## src/rtl/bsq_pkg.sv

```systemverilog
/*
  Package for the block status and queue pointer bookkeeping.
  Holds register offsets, field positions, reset values and mode codes.
  Assumes one device clock and a synchronous active-high reset.
*/
package bsq_pkg;

  // ---------------------------------------------------------------
  // Register map
  // ---------------------------------------------------------------
  localparam logic [15:0] BSQ_QPTR_OFFSET     = 16'h001f;
  localparam logic [15:0] BSQ_ROLL_CLR_OFFSET = 16'h0000;
  localparam logic [15:0] BSQ_QPTR_RESET      = 16'h0000;
  localparam logic [15:0] BSQ_BSW_RESET       = 16'h0000;

  // ---------------------------------------------------------------
  // Queue pointer fields
  // ---------------------------------------------------------------
  localparam int BSQ_QPTR_BASE_LSB            = 6;
  localparam int BSQ_QPTR_NEXT_MSB            = 5;

  // ---------------------------------------------------------------
  // Block status word fields and the rollover status bit
  // ---------------------------------------------------------------
  localparam int BSQ_BSW_FINISHED             = 15;
  localparam int BSQ_BSW_IN_PROGRESS          = 14;
  localparam int BSQ_BSW_BUS_SELECT           = 13;
  localparam int BSQ_BSW_ERROR_FLAG           = 12;
  localparam int BSQ_BSW_UNEXP_STATUS         = 11;
  localparam int BSQ_BSW_ERR_HI               = 10;
  localparam int BSQ_BSW_ERR_LO               = 8;
  localparam int BSQ_ROLLOVER_BIT             = 12;

  // Operating modes
  typedef enum logic [1:0] {
    BSQ_MODE_BUS_CONTROLLER,
    BSQ_MODE_REMOTE_TERMINAL,
    BSQ_MODE_MONITOR_TERMINAL
  } bsq_mode_t;

endpackage : bsq_pkg

```

## src/rtl/bsq_queue_ptr.sv

```systemverilog
/*
  Queue pointer register: base field plus six-bit next-location field.
  Assumes host writes and device store strobes arrive on the same clock.
*/
`timescale 1ns/10ps
module bsq_queue_ptr
  import bsq_pkg::*;
(
  input  wire logic        clk_i,
  input  wire logic        srst_i,
  input  wire logic        wr_i,
  input  wire logic [15:0] wdata_i,
  input  wire logic        store_i,
  output logic      [15:0] qptr_o,
  output logic             wrap_o
);

  // ---------------------------------------------------------------
  // Next pointer
  // ---------------------------------------------------------------
  wire logic [5:0]  next_loc = qptr_o[BSQ_QPTR_NEXT_MSB:0] + 6'h01;
  wire logic [15:0] next_qptr = wr_i ? wdata_i :
                                store_i ? {qptr_o[15:BSQ_QPTR_BASE_LSB], next_loc} : qptr_o;

  // Host write wins over a same-cycle store; software owns the pointer
  always_ff @(posedge clk_i) begin
    if (srst_i) begin
      qptr_o <= BSQ_QPTR_RESET;
      wrap_o <= 1'b0;
    end else begin
      qptr_o <= next_qptr;
      wrap_o <= !wr_i && store_i && (qptr_o[BSQ_QPTR_NEXT_MSB:0] == 6'h3f);
    end
  end

  a_base_kept: assert property (@(posedge clk_i) disable iff (srst_i)
    (store_i && !wr_i) |=> qptr_o[15:6] == $past(qptr_o[15:6]))
    else $error("queue base changed on store");
  a_wrap_pulse: assert property (@(posedge clk_i) disable iff (srst_i)
    wrap_o |-> qptr_o[5:0] == 6'h00)
    else $error("wrap without zero location");

endmodule : bsq_queue_ptr

```

## src/rtl/bsq_status_word.sv

```systemverilog
/*
  Builds the block status word of one bus controller message.
  Assumes start and end strobes come from the message sequencer.
*/
`timescale 1ns/10ps
module bsq_status_word
  import bsq_pkg::*;
(
  input  wire logic        clk_i,
  input  wire logic        srst_i,
  input  wire logic        start_i,
  input  wire logic        end_i,
  input  wire logic        bus_b_i,
  input  wire logic [2:0]  err_i,
  input  wire logic        hs_fail_i,
  input  wire logic        transparent_i,
  input  wire logic [10:0] rt_status_i,
  input  wire logic [10:0] expected_i,
  output logic      [15:0] word_o
);

  // ---------------------------------------------------------------
  // Field decode
  // ---------------------------------------------------------------
  // Mask bits of the control word are deliberately not an input here
  wire logic unexp = |(rt_status_i ^ expected_i);
  wire logic eflag = (|err_i) || (transparent_i && hs_fail_i);
  wire logic [2:0] errs = err_i;
  wire logic [15:0] done_word = {1'b1, 1'b0, bus_b_i, eflag, unexp, errs, 8'h00};
  wire logic [15:0] start_word = {1'b0, 1'b1, bus_b_i, 13'h0000};

  // Holds the word most recently produced
  always_ff @(posedge clk_i) begin
    if (srst_i) begin
      word_o <= BSQ_BSW_RESET;
    end else if (end_i) begin
      word_o <= done_word;
    end else if (start_i) begin
      word_o <= start_word;
    end
  end

  a_end_sets: assert property (@(posedge clk_i) disable iff (srst_i)
    end_i |=> word_o[15] && !word_o[14])
    else $error("finished flag missing");
  a_err_flag: assert property (@(posedge clk_i) disable iff (srst_i)
    (end_i && |err_i) |=> word_o[12])
    else $error("error flag missing");

endmodule : bsq_status_word

```

## src/rtl/bsq_top.sv

```systemverilog
/*
  Queue pointer register and bus controller block status word writer.
  Assumes a simple synchronous host port and a shared RAM write port.
*/
// Summary of operation
// - Pointer serves queue chosen by mode
// - Base bits 15-6, next 5-0, reset zero
// - Wrap sets queue rollover bit twelve
// - Status word written to RAM at end
// - Host may read and write status word
// - Finished bit set on every message end
// - In-progress set at start, cleared at end
// - Bus select one for second bus
// - Error flag when bits 10-8 set
// - Transparent handshake failure: flag only
// - Unexpected status bit on mismatch
// - Control word masks ignored for status
`timescale 1ns/10ps
module bsq_top
  import bsq_pkg::*;
(
  input  wire logic        REF_CLK_I,
  input  wire logic        SRST_I,
  input  wire logic [1:0]  MODE_I,
  input  wire logic        HOST_WR_I,
  input  wire logic        HOST_RD_I,
  input  wire logic [15:0] HOST_ADDR_I,
  input  wire logic [15:0] HOST_WDATA_I,
  output logic      [15:0] HOST_RDATA_O,
  input  wire logic        QUEUE_STORE_I,
  input  wire logic        MSG_START_I,
  input  wire logic        MSG_END_I,
  input  wire logic [15:0] MSG_BLOCK_ADDR_I,
  input  wire logic        BUS_B_I,
  input  wire logic [2:0]  ERR_I,
  input  wire logic        HS_FAIL_I,
  input  wire logic        TRANSPARENT_I,
  input  wire logic [10:0] RT_STATUS_I,
  input  wire logic [10:0] EXPECTED_STATUS_I,
  output logic             RAM_WR_O,
  output logic      [15:0] RAM_ADDR_O,
  output logic      [15:0] RAM_WDATA_O,
  output logic      [15:0] ROLLOVER_STATUS_O,
  output logic      [15:0] QUEUE_PTR_O
);

  // ---------------------------------------------------------------
  // Host decode
  // ---------------------------------------------------------------
  // Address compare shared by the pointer port and the rollover clear
  function automatic logic addr_hit(input logic [15:0] addr, input logic [15:0] offset);
    return addr == offset;
  endfunction : addr_hit

  wire logic        qptr_hit = addr_hit(HOST_ADDR_I, BSQ_QPTR_OFFSET);
  wire logic        qptr_wr  = HOST_WR_I && qptr_hit;
  wire logic [15:0] qptr;
  wire logic        wrap;
  wire logic [15:0] word;
  logic             end_d;
  logic             start_d;
  logic [15:0]      blk_addr;

  bsq_queue_ptr u_qptr (
    .clk_i   (REF_CLK_I),
    .srst_i  (SRST_I),
    .wr_i    (qptr_wr),
    .wdata_i (HOST_WDATA_I),
    .store_i (QUEUE_STORE_I),
    .qptr_o  (qptr),
    .wrap_o  (wrap)
  );

  bsq_status_word u_bsw (
    .clk_i         (REF_CLK_I),
    .srst_i        (SRST_I),
    .start_i       (MSG_START_I),
    .end_i         (MSG_END_I),
    .bus_b_i       (BUS_B_I),
    .err_i         (ERR_I),
    .hs_fail_i     (HS_FAIL_I),
    .transparent_i (TRANSPARENT_I),
    .rt_status_i   (RT_STATUS_I),
    .expected_i    (EXPECTED_STATUS_I),
    .word_o        (word)
  );

  // Queue identity follows mode; same flop, different meaning
  wire logic bc_mode = MODE_I == BSQ_MODE_BUS_CONTROLLER;

  // Rollover is sticky; a host write to the clear address empties it
  wire logic        roll_clr  = HOST_WR_I && addr_hit(HOST_ADDR_I, BSQ_ROLL_CLR_OFFSET);
  wire logic [15:0] roll_set  = wrap ? (16'h0001 << BSQ_ROLLOVER_BIT) : 16'h0000;
  wire logic [15:0] next_roll = roll_clr ? 16'h0000 : ROLLOVER_STATUS_O;

  // ---------------------------------------------------------------
  // Output registers
  // ---------------------------------------------------------------
  // Host read data: only the pointer answers, every other address reads zero
  always_ff @(posedge REF_CLK_I) begin
    if (SRST_I) begin
      HOST_RDATA_O <= 16'h0000;
    end else begin
      HOST_RDATA_O <= (HOST_RD_I && qptr_hit) ? qptr : 16'h0000;
    end
  end

  // Rollover flag: the set is OR-ed after the clear, so an event is never lost
  always_ff @(posedge REF_CLK_I) begin
    if (SRST_I) begin
      ROLLOVER_STATUS_O <= 16'h0000;
    end else begin
      ROLLOVER_STATUS_O <= next_roll | roll_set;
    end
  end

  // Pointer mirror, one cycle behind the register itself
  always_ff @(posedge REF_CLK_I) begin
    if (SRST_I) begin
      QUEUE_PTR_O <= BSQ_QPTR_RESET;
    end else begin
      QUEUE_PTR_O <= qptr;
    end
  end

  // Strobe delays line the RAM write up with the word they produced
  always_ff @(posedge REF_CLK_I) begin
    if (SRST_I) begin
      end_d   <= 1'b0;
      start_d <= 1'b0;
    end else begin
      end_d   <= MSG_END_I;
      start_d <= MSG_START_I;
    end
  end

  // Block address caught at start, so a later change cannot move the write
  always_ff @(posedge REF_CLK_I) begin
    if (SRST_I) begin
      blk_addr <= 16'h0000;
    end else if (MSG_START_I) begin
      blk_addr <= MSG_BLOCK_ADDR_I;
    end
  end

  // Shared RAM port: one write after start, one after end
  always_ff @(posedge REF_CLK_I) begin
    if (SRST_I) begin
      RAM_WR_O    <= 1'b0;
      RAM_ADDR_O  <= 16'h0000;
      RAM_WDATA_O <= BSQ_BSW_RESET;
    end else begin
      RAM_WR_O    <= end_d || start_d;
      RAM_ADDR_O  <= blk_addr;
      RAM_WDATA_O <= word;
    end
  end

  // ---------------------------------------------------------------
  // Checks
  // ---------------------------------------------------------------

  a_ram_after_end: assert property (@(posedge REF_CLK_I) disable iff (SRST_I)
    MSG_END_I |=> ##1 RAM_WR_O && RAM_WDATA_O[15])
    else $error("status word not written after end");
  a_bus_select: assert property (@(posedge REF_CLK_I) disable iff (SRST_I)
    (MSG_END_I && BUS_B_I) |=> ##1 RAM_WDATA_O[13])
    else $error("bus select wrong");
  a_unexp_set: assert property (@(posedge REF_CLK_I) disable iff (SRST_I)
    (MSG_END_I && RT_STATUS_I != EXPECTED_STATUS_I) |=> ##1 RAM_WDATA_O[11])
    else $error("unexpected status not flagged");
  a_hs_fail: assert property (@(posedge REF_CLK_I) disable iff (SRST_I)
    (MSG_END_I && TRANSPARENT_I && HS_FAIL_I && ERR_I == 3'h0)
      |=> ##1 RAM_WDATA_O[12] && RAM_WDATA_O[10:8] == 3'h0)
    else $error("handshake failure coding wrong");
  a_roll_sticky: assert property (@(posedge REF_CLK_I) disable iff (SRST_I)
    wrap |=> ROLLOVER_STATUS_O[12])
    else $error("rollover not recorded");
  a_mode_note: assert property (@(posedge REF_CLK_I) disable iff (SRST_I)
    bc_mode |-> QUEUE_PTR_O == $past(qptr))
    else $error("pointer not mirrored");

  // Reads of anything but the pointer return zero
  // A stale pointer here would look like a valid queue entry
  a_rdata_miss: assert property (@(posedge REF_CLK_I) disable iff (SRST_I)
    !(HOST_RD_I && qptr_hit) |=> HOST_RDATA_O == 16'h0000)
    else $error("read data not zero");

  // A pointer read returns the register as it stood when asked
  // Same-cycle stores land afterwards and are seen by the next read
  a_rdata_qptr: assert property (@(posedge REF_CLK_I) disable iff (SRST_I)
    (HOST_RD_I && qptr_hit) |=> HOST_RDATA_O == $past(qptr))
    else $error("pointer read wrong");

  // A host write replaces both fields at once
  // The base field is plain read-write storage; a store also advances the next field
  a_qptr_write: assert property (@(posedge REF_CLK_I) disable iff (SRST_I)
    qptr_wr |=> qptr == $past(HOST_WDATA_I))
    else $error("pointer write lost");

  // Without a write or a store the pointer holds
  // Guards against a stray increment from a decode slip
  a_qptr_hold: assert property (@(posedge REF_CLK_I) disable iff (SRST_I)
    (!qptr_wr && !QUEUE_STORE_I) |=> qptr == $past(qptr))
    else $error("pointer moved by itself");

  // A store moves the next field on by one, modulo 64
  // The compare is six bits wide, so 63 plus one is zero
  a_store_step: assert property (@(posedge REF_CLK_I) disable iff (SRST_I)
    (QUEUE_STORE_I && !qptr_wr) |=> qptr[5:0] == $past(qptr[5:0]) + 6'h01)
    else $error("next location not advanced");

  // A wrap only follows a store from the last location
  // A false wrap would raise rollover with no lost entry
  a_wrap_cause: assert property (@(posedge REF_CLK_I) disable iff (SRST_I)
    wrap |-> $past(QUEUE_STORE_I) && $past(qptr[5:0]) == 6'h3f)
    else $error("wrap without cause");

  // Only the rollover position may ever be set
  // The other bits belong to events outside this block
  a_roll_only: assert property (@(posedge REF_CLK_I) disable iff (SRST_I)
    ROLLOVER_STATUS_O[15:13] == 3'h0 && ROLLOVER_STATUS_O[11:0] == 12'h000)
    else $error("stray rollover bit");

  // Without a wrap or a clear the flag keeps its value
  // Sticky so that software polling late still sees the event
  a_roll_hold: assert property (@(posedge REF_CLK_I) disable iff (SRST_I)
    (!wrap && !roll_clr) |=> ROLLOVER_STATUS_O == $past(ROLLOVER_STATUS_O))
    else $error("rollover changed by itself");

  // A clear alone empties the flag
  // Write to the clear address acknowledges the event
  a_roll_clear: assert property (@(posedge REF_CLK_I) disable iff (SRST_I)
    (roll_clr && !wrap) |=> ROLLOVER_STATUS_O == 16'h0000)
    else $error("rollover not cleared");

  // A wrap in the same cycle as a clear must still be seen
  // Losing it would hide an overwritten queue entry
  a_roll_wins: assert property (@(posedge REF_CLK_I) disable iff (SRST_I)
    (roll_clr && wrap) |=> ROLLOVER_STATUS_O[12])
    else $error("rollover lost to clear");

  // The start write shows a message in progress, not finished
  // An end in the next cycle still leaves this word in RAM first
  a_ram_start: assert property (@(posedge REF_CLK_I) disable iff (SRST_I)
    (MSG_START_I && !MSG_END_I) |=> ##1 RAM_WR_O && RAM_WDATA_O[14] && !RAM_WDATA_O[15])
    else $error("start word wrong");

  // The start write goes to the block named at start
  // Later changes of the address input must not move it
  a_ram_addr: assert property (@(posedge REF_CLK_I) disable iff (SRST_I)
    MSG_START_I |=> ##1 RAM_ADDR_O == $past(MSG_BLOCK_ADDR_I, 2))
    else $error("block address wrong");

  // No strobe, no RAM write two cycles on
  // A spurious write would overwrite a finished status word
  a_ram_quiet: assert property (@(posedge REF_CLK_I) disable iff (SRST_I)
    (!MSG_START_I && !MSG_END_I) |=> ##1 !RAM_WR_O)
    else $error("spurious RAM write");

  // The first bus reads back as zero in the finished word
  // Paired with the second-bus check, both polarities are covered
  a_bus_a: assert property (@(posedge REF_CLK_I) disable iff (SRST_I)
    (MSG_END_I && !BUS_B_I) |=> ##1 !RAM_WDATA_O[13])
    else $error("bus select set for first bus");

  // The start word carries the bus as well
  // Software may look at an unfinished block
  a_start_bus: assert property (@(posedge REF_CLK_I) disable iff (SRST_I)
    (MSG_START_I && !MSG_END_I) |=> ##1 RAM_WDATA_O[13] == $past(BUS_B_I, 2))
    else $error("bus select wrong at start");

  // Error bits land in positions 10 to 8 unchanged
  // They tell which error the flag stands for
  a_err_bits: assert property (@(posedge REF_CLK_I) disable iff (SRST_I)
    MSG_END_I |=> ##1 RAM_WDATA_O[10:8] == $past(ERR_I, 2))
    else $error("error bits wrong");

  // No error and no handshake failure: the flag stays clear
  // A set flag with zero error bits means handshake failure only
  a_flag_clear: assert property (@(posedge REF_CLK_I) disable iff (SRST_I)
    (MSG_END_I && ERR_I == 3'h0 && !(TRANSPARENT_I && HS_FAIL_I))
      |=> ##1 !RAM_WDATA_O[12])
    else $error("error flag set without cause");

  // Status as expected: the unexpected-status bit stays clear
  // No control word mask takes part in this decision
  a_unexp_clear: assert property (@(posedge REF_CLK_I) disable iff (SRST_I)
    (MSG_END_I && RT_STATUS_I == EXPECTED_STATUS_I) |=> ##1 !RAM_WDATA_O[11])
    else $error("unexpected status set wrongly");

  // Fields outside this block are written as zero
  // Their owners fill them in by their own writes
  a_low_byte: assert property (@(posedge REF_CLK_I) disable iff (SRST_I)
    RAM_WR_O |-> RAM_WDATA_O[7:0] == 8'h00)
    else $error("low byte not zero");

endmodule : bsq_top

```

## config.mk

```make
export PLATFORM = sky130hd
export DESIGN_NAME = bsq_top
export DESIGN_NICKNAME = d
export VERILOG_FILES = /design/src/rtl/bsq_pkg.sv /design/src/rtl/bsq_queue_ptr.sv /design/src/rtl/bsq_status_word.sv /design/src/rtl/bsq_top.sv
export SDC_FILE = /design/constraint.sdc
export NUM_CORES = 1
export LEC_CHECK = 0
export BUFFER_PORTS_ARGS = -buffer_cell sky130_fd_sc_hd__buf_2
export CELL_PAD_IN_SITES_DETAIL_PLACEMENT = 1
export CELL_PAD_IN_SITES_GLOBAL_PLACEMENT = 2
export CORE_ASPECT_RATIO = 0.8
export CORE_UTILIZATION = 29
export CTS_BUF_LIST = sky130_fd_sc_hd__clkbuf_2
export DETAILED_ROUTE_END_ITERATION = 10
export MAX_ROUTING_LAYER = met4
export PLACE_DENSITY_LB_ADDON = 0.1
export SLEW_MARGIN = 20
export SYNTH_ARGS = -nofsm -noshare
export SYNTH_HDL_FRONTEND = slang
export SYNTH_HIERARCHICAL = 1
export SYNTH_SLANG_ARGS = --single-unit
export TNS_END_PERCENT = 30
```

## constraint.sdc

```tcl
create_clock -name REF_CLK_I -period 1.76 [get_ports REF_CLK_I]
set_input_delay 0 -clock REF_CLK_I [delete_from_list [all_inputs] [get_ports REF_CLK_I]]
set_output_delay 0 -clock REF_CLK_I [all_outputs]
set_load 0.01 [all_outputs]
```

Word level (Yosys, flattened, before mapping) --
Index checks and enable logic that the tools add are counted.
Storage, ports and cells: logic and storage cells 42, output and inout bits 81, flip-flop bits (word level) 116
Cells by class: multiplexer cells 6, reductions and logical operators 16, equal/unequal tests 2, add/sub/neg operators 1, bitwise gates (word level) 3
Operator list (number):
- $mux W16 | 4
- $eq A16 B5 Y1 const B | 1
- $logic_not A16 Y1 | 1
- $or A16 B13 Y16 | 1
- $mux W13 | 1
- $reduce_or A11 Y1 | 1
- $xor A11 B11 Y11 | 1
- $add A6 B1 Y6 const B | 1
- $eq A6 B6 Y1 const B | 1
- $logic_and A1 B1 Y1 | 6
- $mux W6 | 1
- $reduce_bool A2 Y1 | 2
- $reduce_or A2 Y1 | 2
- $reduce_or A3 Y1 | 1
- $logic_or A1 B1 Y1 | 2
- $logic_not A1 Y1 | 1
- $not A1 Y1 | 1

Depth between registers and ports, before layout --
depth after elaboration 5, depth in mapped cells 9

Cells and area by module --
The synthesis kept the hierarchy.
Modules (own cells, without submodules):
- bsq_top | instances 1, seq. area each 1681.6 um2, area each 2703.8 um2, cells each 243
- bsq_queue_ptr | instances 1, seq. area each 340.3 um2, area each 684.4 um2, cells each 72
- bsq_status_word | instances 1, seq. area each 160.2 um2, area each 474.2 um2, cells each 57

Worst setup path before layout --
No wires, ideal clock.
path kind input port to flip-flop, start point in HOST_ADDR_I[13], end point reg u_qptr.qptr_o[10], path buffers 3, slack 207 ps, stages 8, data arrival time 1425 ps, cells stage by stage nor4_2 -> nand2_2 -> buf_6 -> nor3_2 -> clkbuf_1 -> buf_2 -> mux2i_1 -> nor2_1
On the way: word-level cells in the longest chain between the ends 2
Ends and longest elaborated chain:
- start: declaration | RTL line bsq_top.sv:27 | input wire logic [15:0] HOST_ADDR_I,
- $eq A16 B5 Y1 | RTL line bsq_top.sv:52 | return addr == offset;
- $logic_and A1 B1 Y1 | RTL line bsq_top.sv:56 | wire logic qptr_wr = HOST_WR_I && qptr_hit;
- named net qptr_wr | RTL line bsq_top.sv:56
- end signal: assignment | RTL line bsq_queue_ptr.sv:31 | qptr_o <= next_qptr;
- end: declaration | RTL line bsq_queue_ptr.sv:14 | output logic [15:0] qptr_o,
The timed path passes the listed nets, and every way through them passes these cells. A chain may end at the register's enable or synchronous reset.

Worst setup path after layout --
start point in HOST_ADDR_I[13], end point reg u_qptr.qptr_o[14]
The elaborated chain is that of the path after synthesis.

==> impl_metrics.env <==
export IMPL_cts_buffer_depth=2
export IMPL_drt_iter0_drc=71
export IMPL_grt_pass1_vias=3488
export IMPL_die_h_um=105.2
export IMPL_antenna_found_initial=0
export IMPL_clk_pin_slew_ns=0.31
export IMPL_ios=166
export IMPL_power_frac_comb_pct=12.0
export IMPL_crit_type="in -> reg"
export IMPL_vias_per_cell=4.129
export IMPL_synthCells=372
export IMPL_final_layout_size_suffix_gt1_share_pct=30.87
export IMPL_overflow=0
export IMPL_clock_latency_ns=0.59
export IMPL_hpwl_um=6324
export IMPL_diodes=0
export IMPL_grt_start_max_net_pins=56
export IMPL_dp_slack_ns=0.2260
export IMPL_wl_per_cell_um=12.69
export IMPL_ys_ff_latch=109
export IMPL_fin_ws_ns=-0.03581
export IMPL_synth_area_per_cell_um2=10.38
export IMPL_port_buffers=148
export IMPL_postRouteWirelength_um=10120
export IMPL_critPathLaunchType="primary input"
export IMPL_fmax_mhz=556.9
export IMPL_cts_root_buf="clkbuf_2"
export IMPL_postLayoutCoreUtil_pct=45.53
export IMPL_cap_violations=0
export IMPL_p_clk_share_pct=29.2
export IMPL_fp_row_count=37
export IMPL_worstHoldPathType="in -> reg"
export IMPL_netSwitchingPower_mw=1.156
export IMPL_sw_frac_of_total_pct=26.34
export IMPL_synthTopCellsByArea="dfxtp_1 (56%), nor2b_1 (8.1%), mux2i_1 (6.7%), buf_4 (4.9%), nor2_1 (4.2%)"
export IMPL_synth_top_cell_area_share_pct=56.49
export IMPL_endpoint_kind="flop"
export IMPL_power_density_mw_per_mm2=746.5
export IMPL_cts_tree="built"
export IMPL_violations="negative setup slack"
export IMPL_die_w_um=131.0
export IMPL_power_leakage_nw=2.617
export IMPL_crit_arrival_ns=2.32
export IMPL_layout_min_cycle_time_ns=1.796
export IMPL_yosysSeqAreaShare_pct=56.49
export IMPL_grtUsageTotal_pct=15.84
export IMPL_yosys_area_top_type="dfxtp_1"
export IMPL_timing_final_crit_share_pct=102.0
export IMPL_gp_congestion=0.6838
export IMPL_rsz0062_at_grt="true"
export IMPL_critPathMaxFanout=13
export IMPL_final_hold_violation_count=0
export IMPL_core_area_mm2=0.01292
export IMPL_start_util_pct=29.90
export IMPL_critPathRequiredTime_ns=2.29
export IMPL_netlist_area_mm2=0.003862
export IMPL_drcViolationCount=0
export IMPL_dr_pass1_iters=4
export IMPL_cts_setup_buffers=0
export IMPL_htree_levels=3
export IMPL_n_fill_cell=1511
export IMPL_clock_skew_final_ns=0.02081
export IMPL_internal_power_mw=3.234
export IMPL_cts_sinks=109
export IMPL_dieArea_mm2=0.01379
export IMPL_setup_viol=4
export IMPL_nNetsFinal=703
export IMPL_antenna_left=0
export IMPL_fin_tns_setup_ns=-0.07739
export IMPL_yosysWarnings=6
export IMPL_syn2layout_area_growth_pct=52.25
export IMPL_slew_violations=0
export IMPL_vdd_drop_max_uv=387.9
export IMPL_cts_made_buffers=9
export IMPL_seqPwrFrac_pct=58.9
export IMPL_grt_pass1_wl_um=16390
export IMPL_synth_cell_types=35
export IMPL_via_count=3291
export IMPL_status="complete, but fails checks"
==> Yosys cell counts (all sizes together) <==
cell type	number
a2111oi	1
a211oi	3
a21oi	6
a22oi	2
a311oi	1
a31oi	1
and3	2
buf	34
clkbuf	9
conb	2
dfxtp	109
ha	1
inv	5
mux2	1
mux2i	26
nand2	24
nand3	1
nand4	7
nor2	43
nor2b	50
nor3	21
nor3b	1
nor4	3
o21a	1
o21ai	2
or3	1
xnor2	11
xor2	4
==> per-stage QoR <==
step / instance area [um^2] / instances / hold slack, ns / total power [mW]
6_report: 5881 / 797 / 0.2040 / 4.390
5_1_grt: 5881 / 797 / 0.1282 / 4.664
4_1_cts: 5867 / 798 / 0.09991 / 4.462
3_5_place_dp: 4688 / 678 / 0.2479 / 2.998
3_3_place_gp: 4688 / 678 / 0.2372 / 2.987
2_1_floorplan: 3941 / 393 / 0.08309 / 2.854
==> per-layer routing <==
| metal | wire, um | GRT usage, % | vias up |
|---|---|---|---|
| met5 | 0 | - | - |
| met4 | 139 | 4.680 | 0 |
| met3 | 579 | 3.959 | 13 |
| met2 | 4907 | 27.21 | 112 |
| met1 | 4490 | 18.03 | 1521 |
| li1 | - | - | 1645 |
==> state kept, by name, summed over array words and instances, names as in the netlist <==
name,cells
HOST_RDATA_O,16
QUEUE_PTR_O,16
RAM_ADDR_O,16
RAM_WDATA_O,16
blk_addr,16
u_qptr/qptr_o,16
u_bsw/word_o,8
RAM_WR_O,1
ROLLOVER_STATUS_O,1
end_d,1
start_d,1
u_qptr/wrap_o,1
==> layout make-up <==
type / count / area (um^2) / share of cell area [%]
inverter: 5 / 18.77 / 0.3191
tap: 175 / 219.0 / 3.723
timing repair buffer: 256 / 1844 / 31.36
clock buffer: 9 / 45.04 / 0.7660
clock inverter: 7 / 92.59 / 1.574
sequential: 109 / 2187 / 37.19
multi-input combinational: 236 / 1474 / 25.06
==> repair_timing <==
item,CTS,global route
hold buffers,104,0
setup endpoints to repair,0,13
hold endpoints to repair,78,0
resized for setup,0,8
==> critical path, stage by stage <==
cell	delay [ns]
buf_2	0.10
nor4_2	0.30
nand2_2	0.12
nor3_4	0.21
buf_12	0.18
mux2i_1	0.22
dlygate4sd3_1	0.57
nor2_1	0.04
dlygate4sd3_1	0.57
==> cell usage in the layout, fill, tap and decap left out, types with 2 or more instances in the layout <==
cell	synthesis	final
inv_1	5	5
and3_1	2	2
nand2_1	23	23
clkbuf_2	0	9
nand4_1	5	5
nor4_2	2	2
conb_1	2	23
dfxtp_2	0	4
nor3_1	10	9
xnor2_1	11	11
buf_2	6	147
dfxtp_1	109	105
a22oi_1	2	2
a21oi_1	6	6
a211oi_1	3	3
buf_4	25	3
dlygate4sd3_1	0	103
inv_6	0	3
nor2_1	43	43
buf_12	0	2
mux2i_1	26	26
nand4_2	2	2
xor2_1	4	4
nor3_2	11	11
o21ai_0	2	2
nor2b_1	50	50
==> power by group through the flow <==
stage / combinational [mW] / clock (mW) / sequential (mW)
6_report: 0.525 / 1.28 / 2.58
5_1_grt: 0.583 / 1.48 / 2.60
4_1_cts: 0.523 / 1.35 / 2.59
3_5_place_dp: 0.373 / 0 / 2.62
3_3_place_gp: 0.366 / 0 / 2.62
2_1_floorplan: 0.216 / 0 / 2.64
==> worst paths after layout <==
| path | to | start | slack [ns] | cells past startpoint |
|---|---|---|---|---|
| max | u_qptr/qptr_o[14] | HOST_ADDR_I[13] | -0.04 | 9 |
| min | u_qptr/qptr_o[5] | HOST_WR_I | 0.20 | 6 |
| max reg2reg | u_qptr/qptr_o[14] | u_qptr/qptr_o[14] | -0.01 | 4 |
| min reg2reg | RAM_ADDR_O[6] | blk_addr[6] | 0.46 | 1 |
==> cells by family after synthesis <==
kind of cell	synth area share (%)
mux	7.029
fa+ha+maj	0.3239
xor+xnor	3.401
compound gates	2.980
buf+inv	7.677
flops	56.49
other cells	0.1944
simple gates	21.90
Power figures use the tool's default switching activity.
